===== config.mk =====
export PLATFORM = sky130hd
export DESIGN_NAME = fault_restart_sequencer
export DESIGN_NICKNAME = d
export VERILOG_FILES = /design/src/rtl/level_sync.v /design/src/rtl/fault_restart_sequencer.v
export VERILOG_INCLUDE_DIRS = /design/src /design/src/rtl
export SDC_FILE = /design/constraint.sdc
export NUM_CORES = 1
export LEC_CHECK = 0
export BUFFER_PORTS_ARGS = -buffer_cell sky130_fd_sc_hd__clkbuf_2
export CAP_MARGIN = 5
export CORE_MARGIN = 2
export CORE_UTILIZATION = 45
export CTS_CLUSTER_DIAMETER = 30
export DETAILED_ROUTE_END_ITERATION = 7
export PLACE_DENSITY = 0.75
export SLEW_MARGIN = 20
export SYNTH_ARGS = -nofsm -noshare
export SYNTH_HDL_FRONTEND = slang
export SYNTH_SLANG_ARGS = --single-unit

===== constraint.sdc =====
create_clock -name clock_in -period 2.3 [get_ports clock_in]
set_input_delay 0 -clock clock_in [delete_from_list [all_inputs] [get_ports clock_in]]
set_output_delay 0 -clock clock_in [all_outputs]
set_load 0.005 [all_outputs]

===== src/rtl/fault_restart_sequencer_defs.vh =====
// constants for the fault restart sequencer: register map, field layout, counts
// assumes inclusion by its bare name from the rtl files
`ifndef FAULT_RESTART_SEQUENCER_DEFS_VH
`define FAULT_RESTART_SEQUENCER_DEFS_VH

`define ADDR_CTRL 8'h00
`define ADDR_STATUS 8'h04
`define ADDR_IRQ_STATUS 8'h08
`define ADDR_IRQ_MASK 8'h0C

`define CTRL_RESET 32'h0000_0000
`define IRQ_WIDTH 4
`define IRQ_OVERTEMP 0
`define IRQ_SHUTDOWN 1
`define IRQ_LOCKOUT 2
`define IRQ_RUN 3

`define COUNT_PRESET 4'h7
`define COUNT_RUN 4'h8
`define COUNT_WRAP 4'h1

`define RESP_OKAY 2'b00
`define RESP_SLVERR 2'b10

`endif


===== src/rtl/level_sync.v =====
// two flip-flop synchroniser for a bank of asynchronous level inputs
// assumes a single clock; reset value is a constant
`timescale 1ns/1ns
`include "fault_restart_sequencer_defs.vh"

module level_sync #(
    parameter WIDTH = 4,
    parameter [WIDTH-1:0] INIT = {WIDTH{1'b0}}
) (
    // clock and reset
    input wire clock_in,
    input wire nrst_in,
    // levels
    input wire [WIDTH-1:0] async_in,
    output wire [WIDTH-1:0] sync_out
);

reg [WIDTH-1:0] stage1_q;
reg [WIDTH-1:0] stage2_q;

genvar i;
generate
    for (i = 0; i < WIDTH; i = i + 1) begin : g_bit
        always @(posedge clock_in or negedge nrst_in) begin
            if (!nrst_in) begin
                stage1_q[i] <= INIT[i];
                stage2_q[i] <= INIT[i];
            end else begin
                stage1_q[i] <= async_in[i];
                stage2_q[i] <= stage1_q[i];
            end
        end
    end
endgenerate

assign sync_out = stage2_q;

endmodule // level_sync


===== src/rtl/fault_restart_sequencer.v =====
// fault restart sequencer: gate drive inhibit, start-up source and feedback clamp control
// assumes comparator flags are asynchronous levels and an AXI4-Lite master on clock_in
//
// Behaviour
// - over-temperature flag low inhibits gate drive
// - inhibit holds until temperature flag clears
// - start-up source keeps cycling during over-temperature
// - low supply inhibits drive, starts restart timer
// - eighth supply cycle enables a start attempt
// - shutdown pin low holds driver low within three clocks (two-stage synchroniser, registered output)
// - shutdown holds counter at seven
// - counter advances on start-up enable falling edge
// - release on rising supply keeps seven
// - release timing sets which down-slope resumes
// - power applied enables start-up source
// - lockout release disables source, enables PWM
// - counter preset seven at initial start-up
// - lockout trip re-enables charging, eight-cycle wait
// - feedback clamp on in standby, off when enabled
// - lockout forces gate drive low always
//
// The register offsets and the AXI4-Lite interface to the registers were left to the implementer.
`timescale 1ns/1ns
`include "fault_restart_sequencer_defs.vh"

module fault_restart_sequencer (
    // clock and reset
    input wire clock_in,
    input wire nrst_in,
    // comparator flags, asynchronous levels
    input wire temp_ok_in,
    input wire supply_lockout_in,
    input wire feedback_shutdown_input_in,
    // pwm request from modulator
    input wire pwm_request_in,
    // power stage controls and interrupt request
    output reg gate_drive_out,
    output reg startup_enable_out,
    output reg pwm_enable_out,
    output reg clamp_enable_out,
    output reg irq_out,
    // axi4-lite write address
    input wire [7:0] s_axi_awaddr_in,
    input wire s_axi_awvalid_in,
    output reg s_axi_awready_out,
    // axi4-lite write data
    input wire [31:0] s_axi_wdata_in,
    input wire [3:0] s_axi_wstrb_in,
    input wire s_axi_wvalid_in,
    output reg s_axi_wready_out,
    // axi4-lite write response
    output reg [1:0] s_axi_bresp_out,
    output reg s_axi_bvalid_out,
    input wire s_axi_bready_in,
    // axi4-lite read address
    input wire [7:0] s_axi_araddr_in,
    input wire s_axi_arvalid_in,
    output reg s_axi_arready_out,
    // axi4-lite read data
    output reg [31:0] s_axi_rdata_out,
    output reg [1:0] s_axi_rresp_out,
    output reg s_axi_rvalid_out,
    input wire s_axi_rready_in
);

// ----------------------------------------------------------------
// reset release
// ----------------------------------------------------------------
reg rst_meta_q;
reg rst_sync_q;
wire rst_n;

always @(posedge clock_in or negedge nrst_in) begin
    if (!nrst_in) begin
        rst_meta_q <= 1'b0;
        rst_sync_q <= 1'b0;
    end else begin
        rst_meta_q <= 1'b1;
        rst_sync_q <= rst_meta_q;
    end
end

assign rst_n = rst_sync_q;

// ----------------------------------------------------------------
// input synchronisers
// ----------------------------------------------------------------
wire [3:0] flags_sync;
wire temp_ok;
wire lockout;
wire sd_ok;
wire pwm_req;

// reset values: temperature fine, lockout active, no shutdown
level_sync #(
    .WIDTH(4),
    .INIT(4'b0_1_1_0 | 4'b0001)
) u_sync (
    .clock_in(clock_in),
    .nrst_in(rst_n),
    .async_in({pwm_request_in, feedback_shutdown_input_in, supply_lockout_in, temp_ok_in}),
    .sync_out(flags_sync)
);

assign temp_ok = flags_sync[0];
assign lockout = flags_sync[1];
assign sd_ok = flags_sync[2];
assign pwm_req = flags_sync[3];

// ----------------------------------------------------------------
// control register
// ----------------------------------------------------------------
// bit 0: software shutdown request, ored with the pin
reg [31:0] ctrl_q;
wire sw_shutdown;
assign sw_shutdown = ctrl_q[0];

// ----------------------------------------------------------------
// supply cycle tracking and restart counter
// ----------------------------------------------------------------
reg lockout_prev_q;
reg powered_q;
reg [3:0] count_q;
reg [3:0] count_d;
reg running_q;
reg running_d;
// set when a shutdown is seen while the supply charges
reg rise_shut_q;
wire shutdown_req;
wire counter_rst_n;
wire startup_fall;
wire lockout_trip;

assign shutdown_req = ~sd_ok | sw_shutdown;
assign counter_rst_n = ~shutdown_req;
// start-up source turns off when lockout releases
assign startup_fall = lockout_prev_q & ~lockout;
assign lockout_trip = ~lockout_prev_q & lockout;

always @* begin
    count_d = count_q;
    running_d = running_q;
    if (!counter_rst_n) begin
        count_d = `COUNT_PRESET;
        running_d = 1'b0;
    end else if (startup_fall) begin
        if (!powered_q || rise_shut_q) begin
            // first release after power, or a shutdown lifted during this charge:
            // stay at seven for one more supply cycle, no switching
            count_d = `COUNT_PRESET;
            running_d = 1'b0;
        end else if (count_q == `COUNT_RUN) begin
            count_d = `COUNT_WRAP;
            running_d = 1'b0;
        end else begin
            count_d = count_q + 4'h1;
            running_d = (count_q + 4'h1) == `COUNT_RUN;
        end
    end else if (lockout_trip) begin
        running_d = 1'b0;
    end
end

always @(posedge clock_in or negedge rst_n) begin
    if (!rst_n) begin
        lockout_prev_q <= 1'b1;
        powered_q <= 1'b0;
        count_q <= `COUNT_PRESET;
        running_q <= 1'b0;
        rise_shut_q <= 1'b0;
    end else begin
        lockout_prev_q <= lockout;
        // cleared when the charge ends, set while a shutdown overlaps the charge
        if (shutdown_req && lockout) begin
            rise_shut_q <= 1'b1;
        end else if (startup_fall) begin
            rise_shut_q <= 1'b0;
        end
        if (startup_fall) begin
            powered_q <= 1'b1;
        end
        count_q <= count_d;
        running_q <= running_d;
    end
end

// ----------------------------------------------------------------
// outputs to the power stage
// ----------------------------------------------------------------
wire inhibit;
wire enabled;
assign inhibit = ~temp_ok | shutdown_req | ~running_q;
assign enabled = running_q & ~lockout & temp_ok & ~shutdown_req;

always @(posedge clock_in or negedge rst_n) begin
    if (!rst_n) begin
        gate_drive_out <= 1'b0;
        startup_enable_out <= 1'b1;
        pwm_enable_out <= 1'b0;
        clamp_enable_out <= 1'b1;
    end else begin
        gate_drive_out <= pwm_req & ~inhibit & ~lockout;
        startup_enable_out <= lockout;
        pwm_enable_out <= ~lockout;
        clamp_enable_out <= ~enabled;
    end
end

// ----------------------------------------------------------------
// interrupt status and mask
// ----------------------------------------------------------------
reg [`IRQ_WIDTH-1:0] irq_status_q;
reg [`IRQ_WIDTH-1:0] irq_mask_q;
reg temp_prev_q;
reg sd_prev_q;
reg run_prev_q;
wire [`IRQ_WIDTH-1:0] irq_events;
wire [`IRQ_WIDTH-1:0] irq_clear;
wire wr_fire;
reg [7:0] wr_addr_q;
reg [31:0] wr_data_q;

assign irq_events[`IRQ_OVERTEMP] = temp_prev_q & ~temp_ok;
assign irq_events[`IRQ_SHUTDOWN] = ~sd_prev_q & shutdown_req;
assign irq_events[`IRQ_LOCKOUT] = lockout_trip;
assign irq_events[`IRQ_RUN] = ~run_prev_q & running_q;
assign irq_clear = (wr_fire && wr_addr_q == `ADDR_IRQ_STATUS) ? wr_data_q[`IRQ_WIDTH-1:0] : {`IRQ_WIDTH{1'b0}};

always @(posedge clock_in or negedge rst_n) begin
    if (!rst_n) begin
        temp_prev_q <= 1'b1;
        sd_prev_q <= 1'b0;
        run_prev_q <= 1'b0;
        irq_status_q <= {`IRQ_WIDTH{1'b0}};
        irq_out <= 1'b0;
    end else begin
        temp_prev_q <= temp_ok;
        sd_prev_q <= shutdown_req;
        run_prev_q <= running_q;
        // set wins over clear
        irq_status_q <= (irq_status_q & ~irq_clear) | irq_events;
        irq_out <= |(irq_status_q & irq_mask_q);
    end
end

// ----------------------------------------------------------------
// axi4-lite write channel
// ----------------------------------------------------------------
reg aw_have_q;
reg w_have_q;
reg [3:0] wr_strb_q;
wire wr_ok;
wire [31:0] strb_mask;

assign wr_fire = aw_have_q & w_have_q & ~s_axi_bvalid_out;
assign wr_ok = (wr_addr_q == `ADDR_CTRL) | (wr_addr_q == `ADDR_STATUS) |
               (wr_addr_q == `ADDR_IRQ_STATUS) | (wr_addr_q == `ADDR_IRQ_MASK);
assign strb_mask = {{8{wr_strb_q[3]}}, {8{wr_strb_q[2]}}, {8{wr_strb_q[1]}}, {8{wr_strb_q[0]}}};

always @(posedge clock_in or negedge rst_n) begin
    if (!rst_n) begin
        aw_have_q <= 1'b0;
        w_have_q <= 1'b0;
        wr_addr_q <= 8'h00;
        wr_data_q <= 32'h0000_0000;
        wr_strb_q <= 4'h0;
        s_axi_awready_out <= 1'b1;
        s_axi_wready_out <= 1'b1;
        s_axi_bvalid_out <= 1'b0;
        s_axi_bresp_out <= `RESP_OKAY;
        ctrl_q <= `CTRL_RESET;
        irq_mask_q <= {`IRQ_WIDTH{1'b0}};
    end else begin
        if (s_axi_awvalid_in && s_axi_awready_out) begin
            aw_have_q <= 1'b1;
            wr_addr_q <= {s_axi_awaddr_in[7:2], 2'b00};
            s_axi_awready_out <= 1'b0;
        end
        if (s_axi_wvalid_in && s_axi_wready_out) begin
            w_have_q <= 1'b1;
            wr_data_q <= s_axi_wdata_in;
            wr_strb_q <= s_axi_wstrb_in;
            s_axi_wready_out <= 1'b0;
        end
        if (wr_fire) begin
            aw_have_q <= 1'b0;
            w_have_q <= 1'b0;
            s_axi_bvalid_out <= 1'b1;
            s_axi_bresp_out <= wr_ok ? `RESP_OKAY : `RESP_SLVERR;
            if (wr_addr_q == `ADDR_CTRL) begin
                ctrl_q <= ((ctrl_q & ~strb_mask) | (wr_data_q & strb_mask)) & 32'h0000_0001;
            end
            if (wr_addr_q == `ADDR_IRQ_MASK && wr_strb_q[0]) begin
                irq_mask_q <= wr_data_q[`IRQ_WIDTH-1:0];
            end
        end
        if (s_axi_bvalid_out && s_axi_bready_in) begin
            s_axi_bvalid_out <= 1'b0;
            s_axi_awready_out <= 1'b1;
            s_axi_wready_out <= 1'b1;
        end
    end
end

// ----------------------------------------------------------------
// axi4-lite read channel
// ----------------------------------------------------------------
reg [31:0] rd_mux;
reg rd_ok;

always @* begin
    rd_mux = 32'h0000_0000;
    rd_ok = 1'b1;
    case ({s_axi_araddr_in[7:2], 2'b00})
        `ADDR_CTRL: rd_mux = ctrl_q;
        `ADDR_STATUS: rd_mux = {20'h0_0000, count_q, 1'b0, clamp_enable_out, pwm_enable_out,
                                startup_enable_out, running_q, shutdown_req, lockout, temp_ok};
        `ADDR_IRQ_STATUS: rd_mux = {28'h000_0000, irq_status_q};
        `ADDR_IRQ_MASK: rd_mux = {28'h000_0000, irq_mask_q};
        default: rd_ok = 1'b0;
    endcase
end

always @(posedge clock_in or negedge rst_n) begin
    if (!rst_n) begin
        s_axi_arready_out <= 1'b1;
        s_axi_rvalid_out <= 1'b0;
        s_axi_rdata_out <= 32'h0000_0000;
        s_axi_rresp_out <= `RESP_OKAY;
    end else begin
        if (s_axi_arvalid_in && s_axi_arready_out) begin
            s_axi_arready_out <= 1'b0;
            s_axi_rvalid_out <= 1'b1;
            s_axi_rdata_out <= rd_ok ? rd_mux : 32'h0000_0000;
            s_axi_rresp_out <= rd_ok ? `RESP_OKAY : `RESP_SLVERR;
        end
        if (s_axi_rvalid_out && s_axi_rready_in) begin
            s_axi_rvalid_out <= 1'b0;
            s_axi_arready_out <= 1'b1;
        end
    end
end

endmodule // fault_restart_sequencer


* Word level (Yosys, flattened, before mapping)
Index checks and enable logic that the tools add are counted.
** Word-level totals
- RAM bits :: 0
- Logic and storage cells :: 140
- Output and inout port bits :: 46
- Input bits :: 63
- Latch bits :: 0
- Bits in registers :: 88
- Memories :: 0
- ROM bits :: 0
** Operators by class
- Shifts and indexed selects :: 0
- Reduce and logical (&&, ||, !) cells :: 25
- Multiplexer cells :: 31
- Div/mod/pow operators :: 0
- Eq/ne operators :: 8
- Bitwise operators :: 37
- Multiply operators :: 0
- $lt $le $gt $ge :: 0
- Add/subtract/negate cells :: 1
** Operator list (count)
- 12-bit case mux with 4 select lines :: 1
- 32-bit two-way mux :: 1
- 6-bit by 2-bit == test with 1-bit output, second input constant :: 4
- 1-bit two-way mux :: 22
- 4-bit two-way mux :: 5
- 2-bit nonzero test :: 8
- 1-bit AND :: 14
- 6-bit by 1-bit == test with 1-bit output, second input constant :: 2
- 1-bit NOT :: 12
- 4-bit AND :: 2
- 4-bit == test, second input constant :: 2
- 1-bit logical AND :: 8
- 8-bit logical NOT :: 1
- 4-bit OR reduction :: 2
- 1-bit bitwise OR :: 7
- 6-bit logical NOT :: 1
- 4-bit by 1-bit adder with 4-bit output, second input constant :: 1
- 2-bit two-way mux :: 2
- 4-bit NOT :: 1
- 4-bit bitwise OR :: 1
- 2-bit AND reduction :: 2
- 3-bit nonzero test :: 1
- 1-bit logical NOT :: 1
- 1-bit logical OR :: 1

* Longest topological paths before layout
Gate-level depths: netlist of run 1.
- Depth after elaboration :: 7
- Gate-level depth with buffers :: 5
- Depth with buffers taken out :: 5

* Cells and area by module
From an unflattened synthesis of run 1, not the netlist that was laid out.
** Second synthesis, totals
- Cell total of the unflattened synthesis :: 224
- Area total of the unflattened synthesis :: 2768.9 um2
** By module, submodules not included
- fault_restart_sequencer :: instances 1, cells each 216, sequential area each 1437.6 um2, area an instance 2561.2 um2
- level_sync :: instances 1, cells each 8, sequential area each 207.7 um2, area an instance 207.7 um2

* Worst setup path after synthesis of run 1
OpenSTA, ideal clock, no wires.
- Path type :: register to register
- Start point :: reg count_q[0]
- End point :: reg running_q
- Cell stages (with the launch flop) :: 6
- Required time :: 2.206 ns
- Slack :: 0.889 ns
- Arrival time :: 1.318 ns
- Buffers on the path :: 0
- Period minus slack after synthesis :: 1.411 ns
- Setup time :: 0.094 ns
- Path through :: dfstp_2 > inv_1 > ha_1 > nor3b_1 > a32oi_1 > a211oi_1
** On the way
- Cells in the longest elaborated chain, start to end :: 6
** Ends and longest elaborated chain
- from (decl) :: RTL line fault_restart_sequencer.v:123 : reg [3:0] count_q;
- from (signal assigned) :: RTL line fault_restart_sequencer.v:168 : count_q <= `COUNT_PRESET;
- from (signal assigned) :: RTL line fault_restart_sequencer.v:182 : count_q <= count_d;
- 4-bit by 1-bit adder with 4-bit output :: RTL line fault_restart_sequencer.v:157 : running_d = (count_q + 4'h1) == `COUNT_RUN;
- 4-bit == test (no line)
- 1-bit two-way mux (*) :: RTL line fault_restart_sequencer.v:152 : end else if (count_q == `COUNT_RUN) begin
- 1-bit two-way mux (*) :: RTL line fault_restart_sequencer.v:147 : if (!powered_q || rise_shut_q) begin
- 1-bit two-way mux (*) :: RTL line fault_restart_sequencer.v:146 : end else if (startup_fall) begin
- 1-bit two-way mux (*) :: RTL line fault_restart_sequencer.v:143 : if (!counter_rst_n) begin
- to (signal assigned) :: RTL line fault_restart_sequencer.v:183 : running_q <= running_d;
- to (decl) :: RTL line fault_restart_sequencer.v:125 : reg running_q;
Mark *: on every way between the ends. The rest lies on a longest branch, timed or not.
A chain may end at the register's enable or synchronous reset.

* Worst setup path after layout of run 1
- Start point :: reg count_q[0]
- End point :: reg count_q[0]
** On the way
- Cells in the longest elaborated chain, start to end :: 5
** Ends and longest elaborated chain (RTL line)
- 4-bit by 1-bit adder with 4-bit output or 4-bit == test (tied branches)
- 4-bit two-way mux (*) :: fault_restart_sequencer.v:152
- 4-bit two-way mux (*) :: fault_restart_sequencer.v:147
- 4-bit two-way mux (*) :: fault_restart_sequencer.v:146
- 4-bit two-way mux (*) :: fault_restart_sequencer.v:143
Mark *: on every way between the ends. The rest lies on a longest branch, timed or not. The select of a mux whose other input is x is not followed.

==> flow_summary.yaml, run 1 <==
drt:
  wl_per_cell_um: 13.0
  wl_met3_um: 341
  viasPerCell: 4.92
  drtIter0Drc: 134
  ant_nets: 0
  drtPass1Iterations: 4
  wl_met1_um: 2260
  drc_errors: 0
  top_layer_used: "met4"
  dr_wl_met2_um: 2410
  vias: 1908
  wirelength_um: 5050
placed_design:
  dp_cells: 347
  place.gp.congestion: 0.800
  port_buffers: 50
  place_hpwl_um: 3550
cts:
  clk_pin_slew_ps: 60
  htreeDepth: 3
  cts_setup_buffers: 0
  clock_latency_ps: 340
  cts.path.max_buffers: 2
  numCtsBuffers: 9
  cts_tree: "built"
  cts-root-buf: "clkbuf_8"
  clock-sinks: 65
grt:
  grt_pass1_vias: 1777
  gr-total-overflow: 0
  grt_usage_pct: 17.0
  grt_max_degree: 34
  grt_pass1_wl_um: 8420
  grt_antenna_before_repair: 0
synth:
  syn-cell-area_mm2: 0.00277
  synth.top_cells.by_area: "dfrtp_1 (45%), dfstp_2 (14%), mux2_2 (7.3%)"
  yosys_warnings: 0
  synth_common_cells: "dfrtp_1 (50), buf_4 (23), mux2_2 (18), dfstp_2 (15), inv_1 (14)"
  yosysSeqAreaShare_pct: 59.3
  synthFlopType: "dfrtp_1"
  synthDistinctLibCells: 39
  yosysTopAreaCell: "dfrtp_1"
  yosysMostFrequentCell: "dfrtp_1"
  synthCells: 225
  synth_seq_cells: 65
  synth_top_cell_area_share_pct: 45.1
  synth.avg_cell_area_um2: 12.3
  synth_edf_count: 0
  synthArstFlopShare_pct: 100
floorplan:
  chipHeight_um: 82.5
  start_util_pct: 46.8
  io_pins: 109
  die_w_um: 82.5
  fp.coreArea_mm2: 0.00592
  rows: 28
  dieArea_mm2: 0.00681
job:
  maxCapViolations: 0
critical_path:
  crit_required_ps: 2530
  cp_slowest_cell: "dfstp_2"
  r2r-start: "count_q[0]"
  cp-start-kind: "flop"
  cp-startpoint: "count_q[0]"
  path_max_fanout: 7
  path_cells: "inv_1 > ha_1 > and3b_1 > nor4_1 > o21ai_0"
  max_stage_delay_ps: 600
  cp_data_arrival_time_ps: 1880
  crit_type: "flop to flop"
  endpoint_kind: "flop"
timing:
  slew_violations: 0
  clock_skew_ps: 5.93
  period_needed_ps: 1650
  post-route-period-util_pct: 71.7
  slew_headroom_pct: 54.5
  finalHoldViolations: 0
  tightest_slew_ps: 683
  setup_viol: 0
  max_freq_mhz: 607
  rsz0062_at_grt: "no"
  setup_tns_ps: 0
hold_path:
  hold_class: "input pin to flop"
  worstHoldStart: "s_axi_araddr_in[4]"
finish:
  layout.nets: 374
  drive_above_1_share_pct: 32.9
  nFillCells: 493
  antennaDiodeCount: 0
  finalNonFillerCells: 388
  syn_to_final_growth_pct: 25.6
power_and_ir_drop:
  powerDensity_mw_per_mm2: 907
  power.leakage_uw: 0.00170
  ir_drop_v: 0.000579
outcome:
  outcome: "finished, final reports clean"
critical path, delay by kind of cell, from the launching register on:
| kind | cells | cell delay (ps) |
|---|---|---|
| fa+ha+maj | 1 | 230 |
| flops | 1 | 600 |
| buf+inv | 1 | 80 |
| simple gates | 2 | 490 |
| compound gates | 1 | 160 |
stage by stage:
step | power (uW) | hold slack, ps | util, % | cell area (um2) | worst slack, ps
after floorplan | 1990 | -296 | - | 2860 | 382
after global placement | 2150 | -212 | 51.2 | 3030 | 746
after detailed placement | 2180 | -211 | 51.2 | 3030 | 690
after CTS | 3200 | 11.7 | 58.8 | 3480 | 681
after global routing | 3370 | 56.0 | 58.8 | 3480 | 591
final | 3160 | 27.5 | 58.8 | 3480 | 652
per-layer routing:
| layer | GRT usage, % | vias to the layer above |
|---|---|---|
| li1 | - | 919 |
| met1 | 20.6 | 922 |
| met2 | 27.0 | 61 |
| met3 | 7.17 | 6 |
| met4 | 6.39 | 0 |
| met5 | 0 | - |
state kept, by name, indices dropped and copies added, names as in the netlist, 4 cells and up, named ones only:
name,count
s_axi_rdata_out,11
u_sync.stage1_q,4
u_sync.sync_out,4
wr_data_q,4
wr_addr_q,6
count_q,4
irq_mask_q,4
irq_status_q,4
cells by family (layout without fill, tap and decap cells):
kind of cell | after synthesis | after routing | synth area share [%]
DFF | 65 | 65 | 59.3
and+or+nand+nor | 51 | 51 | 10.8
AOI/OAI and AO/OA | 44 | 44 | 11.1
buffers and inverters | 40 | 106 | 8.62
muxes | 20 | 20 | 8.48
adders and majority gates | 3 | 3 | 1.35
other | 2 | 24 | 0.271
layout make-up:
| class | count | area, um2 | area share (%) |
|---|---|---|---|
| timing repair buffer | 76 | 520 | 14.9 |
| multi-input combinational | 142 | 971 | 27.9 |
| sequential | 65 | 1650 | 47.3 |
| inverter | 14 | 52.6 | 1.51 |
| tap | 75 | 93.8 | 2.69 |
| clock buffer | 13 | 159 | 4.56 |
| clock inverter | 3 | 40.0 | 1.15 |
worst paths after layout:
check	to	slack [ps]	cells past startpoint
max	count_q[0]	650	5
min	s_axi_rdata_out[3]	30	4
max reg2reg	count_q[0]	650	5
min reg2reg	rise_shut_q	320	0
max in group asynchronous	s_axi_wready_out	1310	1
min in group asynchronous	rise_shut_q	320	0
power by group:
part           total (uW)  switching, uW  internal [uW]  leakage [uW]
logic                 600            267            333      0.000823
clock network         953            396            557      0.000103
registers            1610            205           1400      0.000774
cell usage in the layout, fill, tap and decap left out, types with 3 or more instances in the layout:
cell type	n
a21oi_1	8
a22o_1	10
a22oi_1	5
and3b_1	3
clkbuf_2	50
clkbuf_8	11
conb_1	24
dfrtp_1	49
dfstp_2	15
dlygate4sd3_1	25
ha_1	3
inv_1	14
mux2_2	18
nand2_1	10
nand2b_1	5
nand3_1	3
nand4_1	5
nor2_1	10
nor2b_1	6
o21ai_0	8
repair_timing:
action / CTS / global route
hold endpoints to repair: 26 / 0
gates resized for setup: 0 / 0
hold buffers: 25 / 0
(Power assumes the default switching activity.)
==> inputs of run 2 (changes only) <==
- CORE_UTILIZATION: 45 -> 44
- PLACE_DENSITY: 0.75 -> 0.76
- clock period: 2.3 -> 1.35 ns (I/O delays scaled with it)
==> flow_summary.yaml, run 2 (synthesis results as in run 1) <==
grt:
  gr-total-overflow: 0
  grt_pass1_wl_um: 8870
  grt_antenna_before_repair: 0
  grt_max_degree: 40
  grt_pass1_vias: 1940
  grt_usage_pct: 16.1
critical_path:
  path_max_fanout: 4
  crit_required_ps: 1570
  r2r-start: "wr_addr_q[6]"
  endpoint_kind: "flop"
  cp_data_arrival_time_ps: 1660
  path_cells: "nor4_4 > buf_4 > nand4_4 > mux2_4"
  cp_slowest_cell: "dfrtp_1"
  cp-startpoint: "wr_addr_q[6]"
  regToRegSetupSlack_ps: -90
  r2r_cells: 4
  r2r_end: "irq_mask_q[1]"
  max_stage_delay_ps: 410
  endpoint: "irq_mask_q[1]"
  cp-start-kind: "flop"
  crit_type: "flop to flop"
floorplan:
  dieArea_mm2: 0.00695
  rows: 28
  die_w_um: 83.4
  io_pins: 109
  chipHeight_um: 83.4
  start_util_pct: 46.3
  fp.coreArea_mm2: 0.00599
outcome:
  outcome: "finished with violations"
  violations: "setup timing"
timing:
  max_freq_mhz: 694
  finalHoldViolations: 0
  setup_viol: 8
  whs_ps: 110
  setup_tns_ps: -449
  worst_slack_ps: -91.9
  post-route-period-util_pct: 107
  clock_skew_ps: 6.17
  slew_violations: 0
  rsz0062_at_grt: "yes"
  period_needed_ps: 1440
finish:
  final_common_cell: "clkbuf_2"
  design_area_mm2: 0.00362
  largest_reg_flops: 11
  largest_registers: "s_axi_rdata_out (11), wr_addr_q (6)"
  layout.nets: 386
  regMostFlops: "s_axi_rdata_out"
  drive_above_1_share_pct: 37.5
  layout_common_cells: "clkbuf_2 (50), dfrtp_1 (49), conb_1 (24)"
  syn_to_final_growth_pct: 30.6
  nFillCells: 485
  antennaDiodeCount: 0
power_and_ir_drop:
  ir_drop_v: 0.00108
  fin_total_pwr_uw: 5440
  power.leakage_uw: 0.00175
  powerDensity_mw_per_mm2: 1500
drt:
  drtIter0Drc: 96
  vias: 1959
  ant_nets: 0
  drtPass1Iterations: 4
  drc_errors: 0
  wl_per_cell_um: 13.0
  viasPerCell: 4.90
  wirelength_um: 5210
cts:
  clk_pin_slew_ps: 60
  cts.path.max_buffers: 2
  cts-root-buf: "clkbuf_8"
  clock_latency_ps: 330
  numCtsBuffers: 9
  clock-sinks: 65
  cts_tree: "built"
  htreeDepth: 3
placed_design:
  place.gp.congestion: 0.747
  placed_cell_area_mm2: 0.00315
  port_buffers: 50
  place_hpwl_um: 3600
job:
  maxCapViolations: 0
hold_path:
  hold_class: "input pin to flop"
==> run 2: cell types whose count changed in the layout (fill, tap and decap cells not counted), sizes merged <==
cell         previous run  this run
dlygate4sd3            25        23
buf                     1        15
==> run 2: how the worst min path moves through the flow <==
stage,startpoint,end,slack [ps],cells after the start
6_report,s_axi_araddr_in[3],s_axi_rdata_out[2],110,4
5_1_grt,s_axi_araddr_in[3],s_axi_rdata_out[2],130,3
4_1_cts,s_axi_araddr_in[3],s_axi_rdata_out[2],90,4
3_5_place_dp,nrst_in,rst_meta_q,-210,1
3_3_place_gp,nrst_in,rst_meta_q,-210,1
2_1_floorplan,nrst_in,rst_meta_q,-300,0
==> run 2: stage by stage <==
step | instances | util (%) | worst slack (ps)
2_1_floorplan | 247 | - | -44.3
6_report | 400 | 60.4 | -91.9
3_5_place_dp | 359 | 52.7 | -79.6
5_1_grt | 400 | 60.4 | -138
3_3_place_gp | 359 | 52.7 | -34.8
4_1_cts | 399 | 59.8 | -88.4
==> run 2: final cells by class <==
class | instances | area (um2) | share of cell area (%)
timing repair buffer | 88 | 622 | 17.2
tap | 75 | 93.8 | 2.59
clock buffer | 13 | 149 | 4.11
inverter | 14 | 52.6 | 1.45
sequential | 65 | 1650 | 45.5
clock inverter | 3 | 40.0 | 1.11
multi-input combinational | 142 | 1020 | 28.1
==> run 2: worst max-delay path, delay by kind of cell, from the launching register on <==
family / cells / cell delay (ps)
simple gates: 2 / 420
flops: 1 / 410
mux: 1 / 320
buf+inv: 1 / 170
==> run 2: where the power goes <==
group / total, uW / internal [uW] / switching (uW)
logic: 1160 / 647 / 516
clock network: 1560 / 899 / 663
registers: 2720 / 2390 / 328
total: 5440 / 3940 / 1510
==> run 2: layer usage <==
metal	GRT usage (%)	vias to the layer above	part of all wire (%)
met3	5.96	6	6.1
met1	20.2	945	44
li1	-	942	-
met2	25.5	66	49
met5	0	-	0
met4	5.81	0	1.1
==> run 2: repair_timing <==
item / CTS / global route
pin swaps: 4 / 9
gates resized for setup: 1 / 5
hold endpoints to repair: 26 / 0
buffers inserted: 1 / 1
setup endpoints to repair: 8 / 13
hold buffers: 23 / 0
==> inputs of run 3 (changes only) <==
- CORE_UTILIZATION: 44 -> 45
- PLACE_DENSITY: 0.76 -> 0.75
- clock period: 1.35 -> 1.4 ns (I/O delays scaled with it)
==> flow_summary.yaml, run 3 (synthesis results as in run 1) <==
cts:
  clock-sinks: 65
  clock_latency_ps: 330
  clk_pin_slew_ps: 60
  htreeDepth: 3
  cts-root-buf: "clkbuf_8"
  cts.path.max_buffers: 2
  cts_tree: "built"
  numCtsBuffers: 9
grt:
  grt_usage_pct: 17.5
  gr-total-overflow: 0
  grt_max_degree: 64
  top_usage_layer: "met2"
  grt_antenna_before_repair: 0
  met1_usage_pct: 21.5
  grt_util_met3_pct: 6.52
  grt_pass1_vias: 1862
  grt_pass1_wl_um: 8730
  gr-usage-met2_pct: 28.9
hold_path:
  whs_path_depth: 4
  hold_class: "input pin to flop"
finish:
  syn_to_final_growth_pct: 29.7
  final_common_cell: "clkbuf_2"
  regMostFlops: "s_axi_rdata_out"
  drive_above_1_share_pct: 37.8
  antennaDiodeCount: 0
  largest_reg_flops: 11
  multiInputGateArea_mm2: 0.00102
  layout.nets: 384
  final_core_util_pct: 60.8
  regArea_mm2: 0.00165
  nFillCells: 479
  largest_registers: "s_axi_rdata_out (11), wr_addr_q (6)"
  layout_common_cells: "clkbuf_2 (50), dfrtp_1 (49), conb_1 (24)"
timing:
  worst_slack_ps: -48.6
  slew_violations: 0
  finalHoldViolations: 0
  max_freq_mhz: 690
  rsz0062_at_grt: "yes"
  setup_tns_ps: -210
  post-route-period-util_pct: 103
  clock_skew_ps: 7.87
  period_needed_ps: 1450
  whs_ps: 22.4
  setup_viol: 8
critical_path:
  regToRegSetupSlack_ps: -50
  cp-startpoint: "wr_addr_q[5]"
  endpoint_kind: "flop"
  r2r_cells: 4
  endpoint: "irq_mask_q[2]"
  r2r_end: "irq_mask_q[2]"
  cp-start-kind: "flop"
  cp_data_arrival_time_ps: 1660
  crit_type: "flop to flop"
  crit_required_ps: 1620
  r2r-start: "wr_addr_q[5]"
  path_max_fanout: 4
drt:
  wl_per_cell_um: 13.2
  drc_errors: 0
  vias: 1916
  drtPass1Iterations: 4
  drtIter0Drc: 116
  wirelength_um: 5270
  viasPerCell: 4.81
  ant_nets: 0
placed_design:
  port_buffers: 50
  place_hpwl_um: 3500
  place.gp.congestion: 0.754
power_and_ir_drop:
  powerDensity_mw_per_mm2: 1480
  ir_drop_v: 0.00135
  power.leakage_uw: 0.00174
floorplan:
  dieArea_mm2: 0.00681
  die_w_um: 82.5
  chipHeight_um: 82.5
  fp.coreArea_mm2: 0.00592
  io_pins: 109
  start_util_pct: 46.8
  rows: 28
job:
  maxCapViolations: 0
outcome:
  violations: "setup timing"
  outcome: "finished with violations"
## run 3: final cells by class
| type | count | area share, % |
|---|---|---|
| Tap cell | 75 | 2.61 |
| Sequential cell | 65 | 45.8 |
| Clock inverter | 3 | 1.11 |
| Clock buffer | 13 | 4.14 |
| Inverter | 14 | 1.46 |
| Multi-Input combinational cell | 142 | 28.3 |
| Timing Repair Buffer | 86 | 16.6 |
## run 3: how the worst min path moves through the flow
stage,start,endpoint,slack (ps)
2_1_floorplan,nrst_in,rst_meta_q,-300
3_3_place_gp,nrst_in,rst_meta_q,-210
3_5_place_dp,nrst_in,rst_meta_q,-210
4_1_cts,s_axi_araddr_in[4],s_axi_rdata_out[3],10
5_1_grt,s_axi_araddr_in[5],s_axi_rdata_out[3],40
6_report,s_axi_araddr_in[4],s_axi_rdata_out[3],20
## run 3: what timing repair did
| item | in CTS | in global routing |
|---|---|---|
| hold buffers | 22 | 0 |
| pin swaps | 4 | 11 |
| setup endpoints to repair | 10 | 13 |
| resized for setup | 4 | 8 |
| hold endpoints to repair | 25 | 0 |
| setup buffers | 3 | 2 |
## run 3: where the power goes
| part | switching [uW] | internal, uW | leakage (uW) | total (uW) |
|---|---|---|---|---|
| clock | 649 | 867 | 0.0000974 | 1520 |
| sequential | 325 | 2310 | 0.000774 | 2630 |
| combinational | 519 | 640 | 0.000870 | 1160 |
## run 3: worst max-delay path: stages (launching register included)
cell	delay, ps
dfrtp_1	420
nor4_4	320
buf_4	170
nand4_4	100
mux2_4	320
## run 3: stage by stage
step / cell area [um2] / setup slack [ps] / cells / total power, uW
after detailed placement: 3100 / -68.2 / 356 / 3660
after global placement: 3100 / -20.0 / 356 / 3600
after floorplan: 2860 / 4.69 / 247 / 3270
after CTS: 3550 / -39.0 / 397 / 5290
final: 3600 / -48.6 / 398 / 5310
after global routing: 3600 / -114 / 398 / 5630
## run 3: per-layer routing
metal	part of all wire, %	wire, um	vias to the layer above
met1	44	2320	919
met3	5.7	298	7
met4	1.2	65	0
met2	49	2580	55
li1	-	-	935
met5	0	0	-
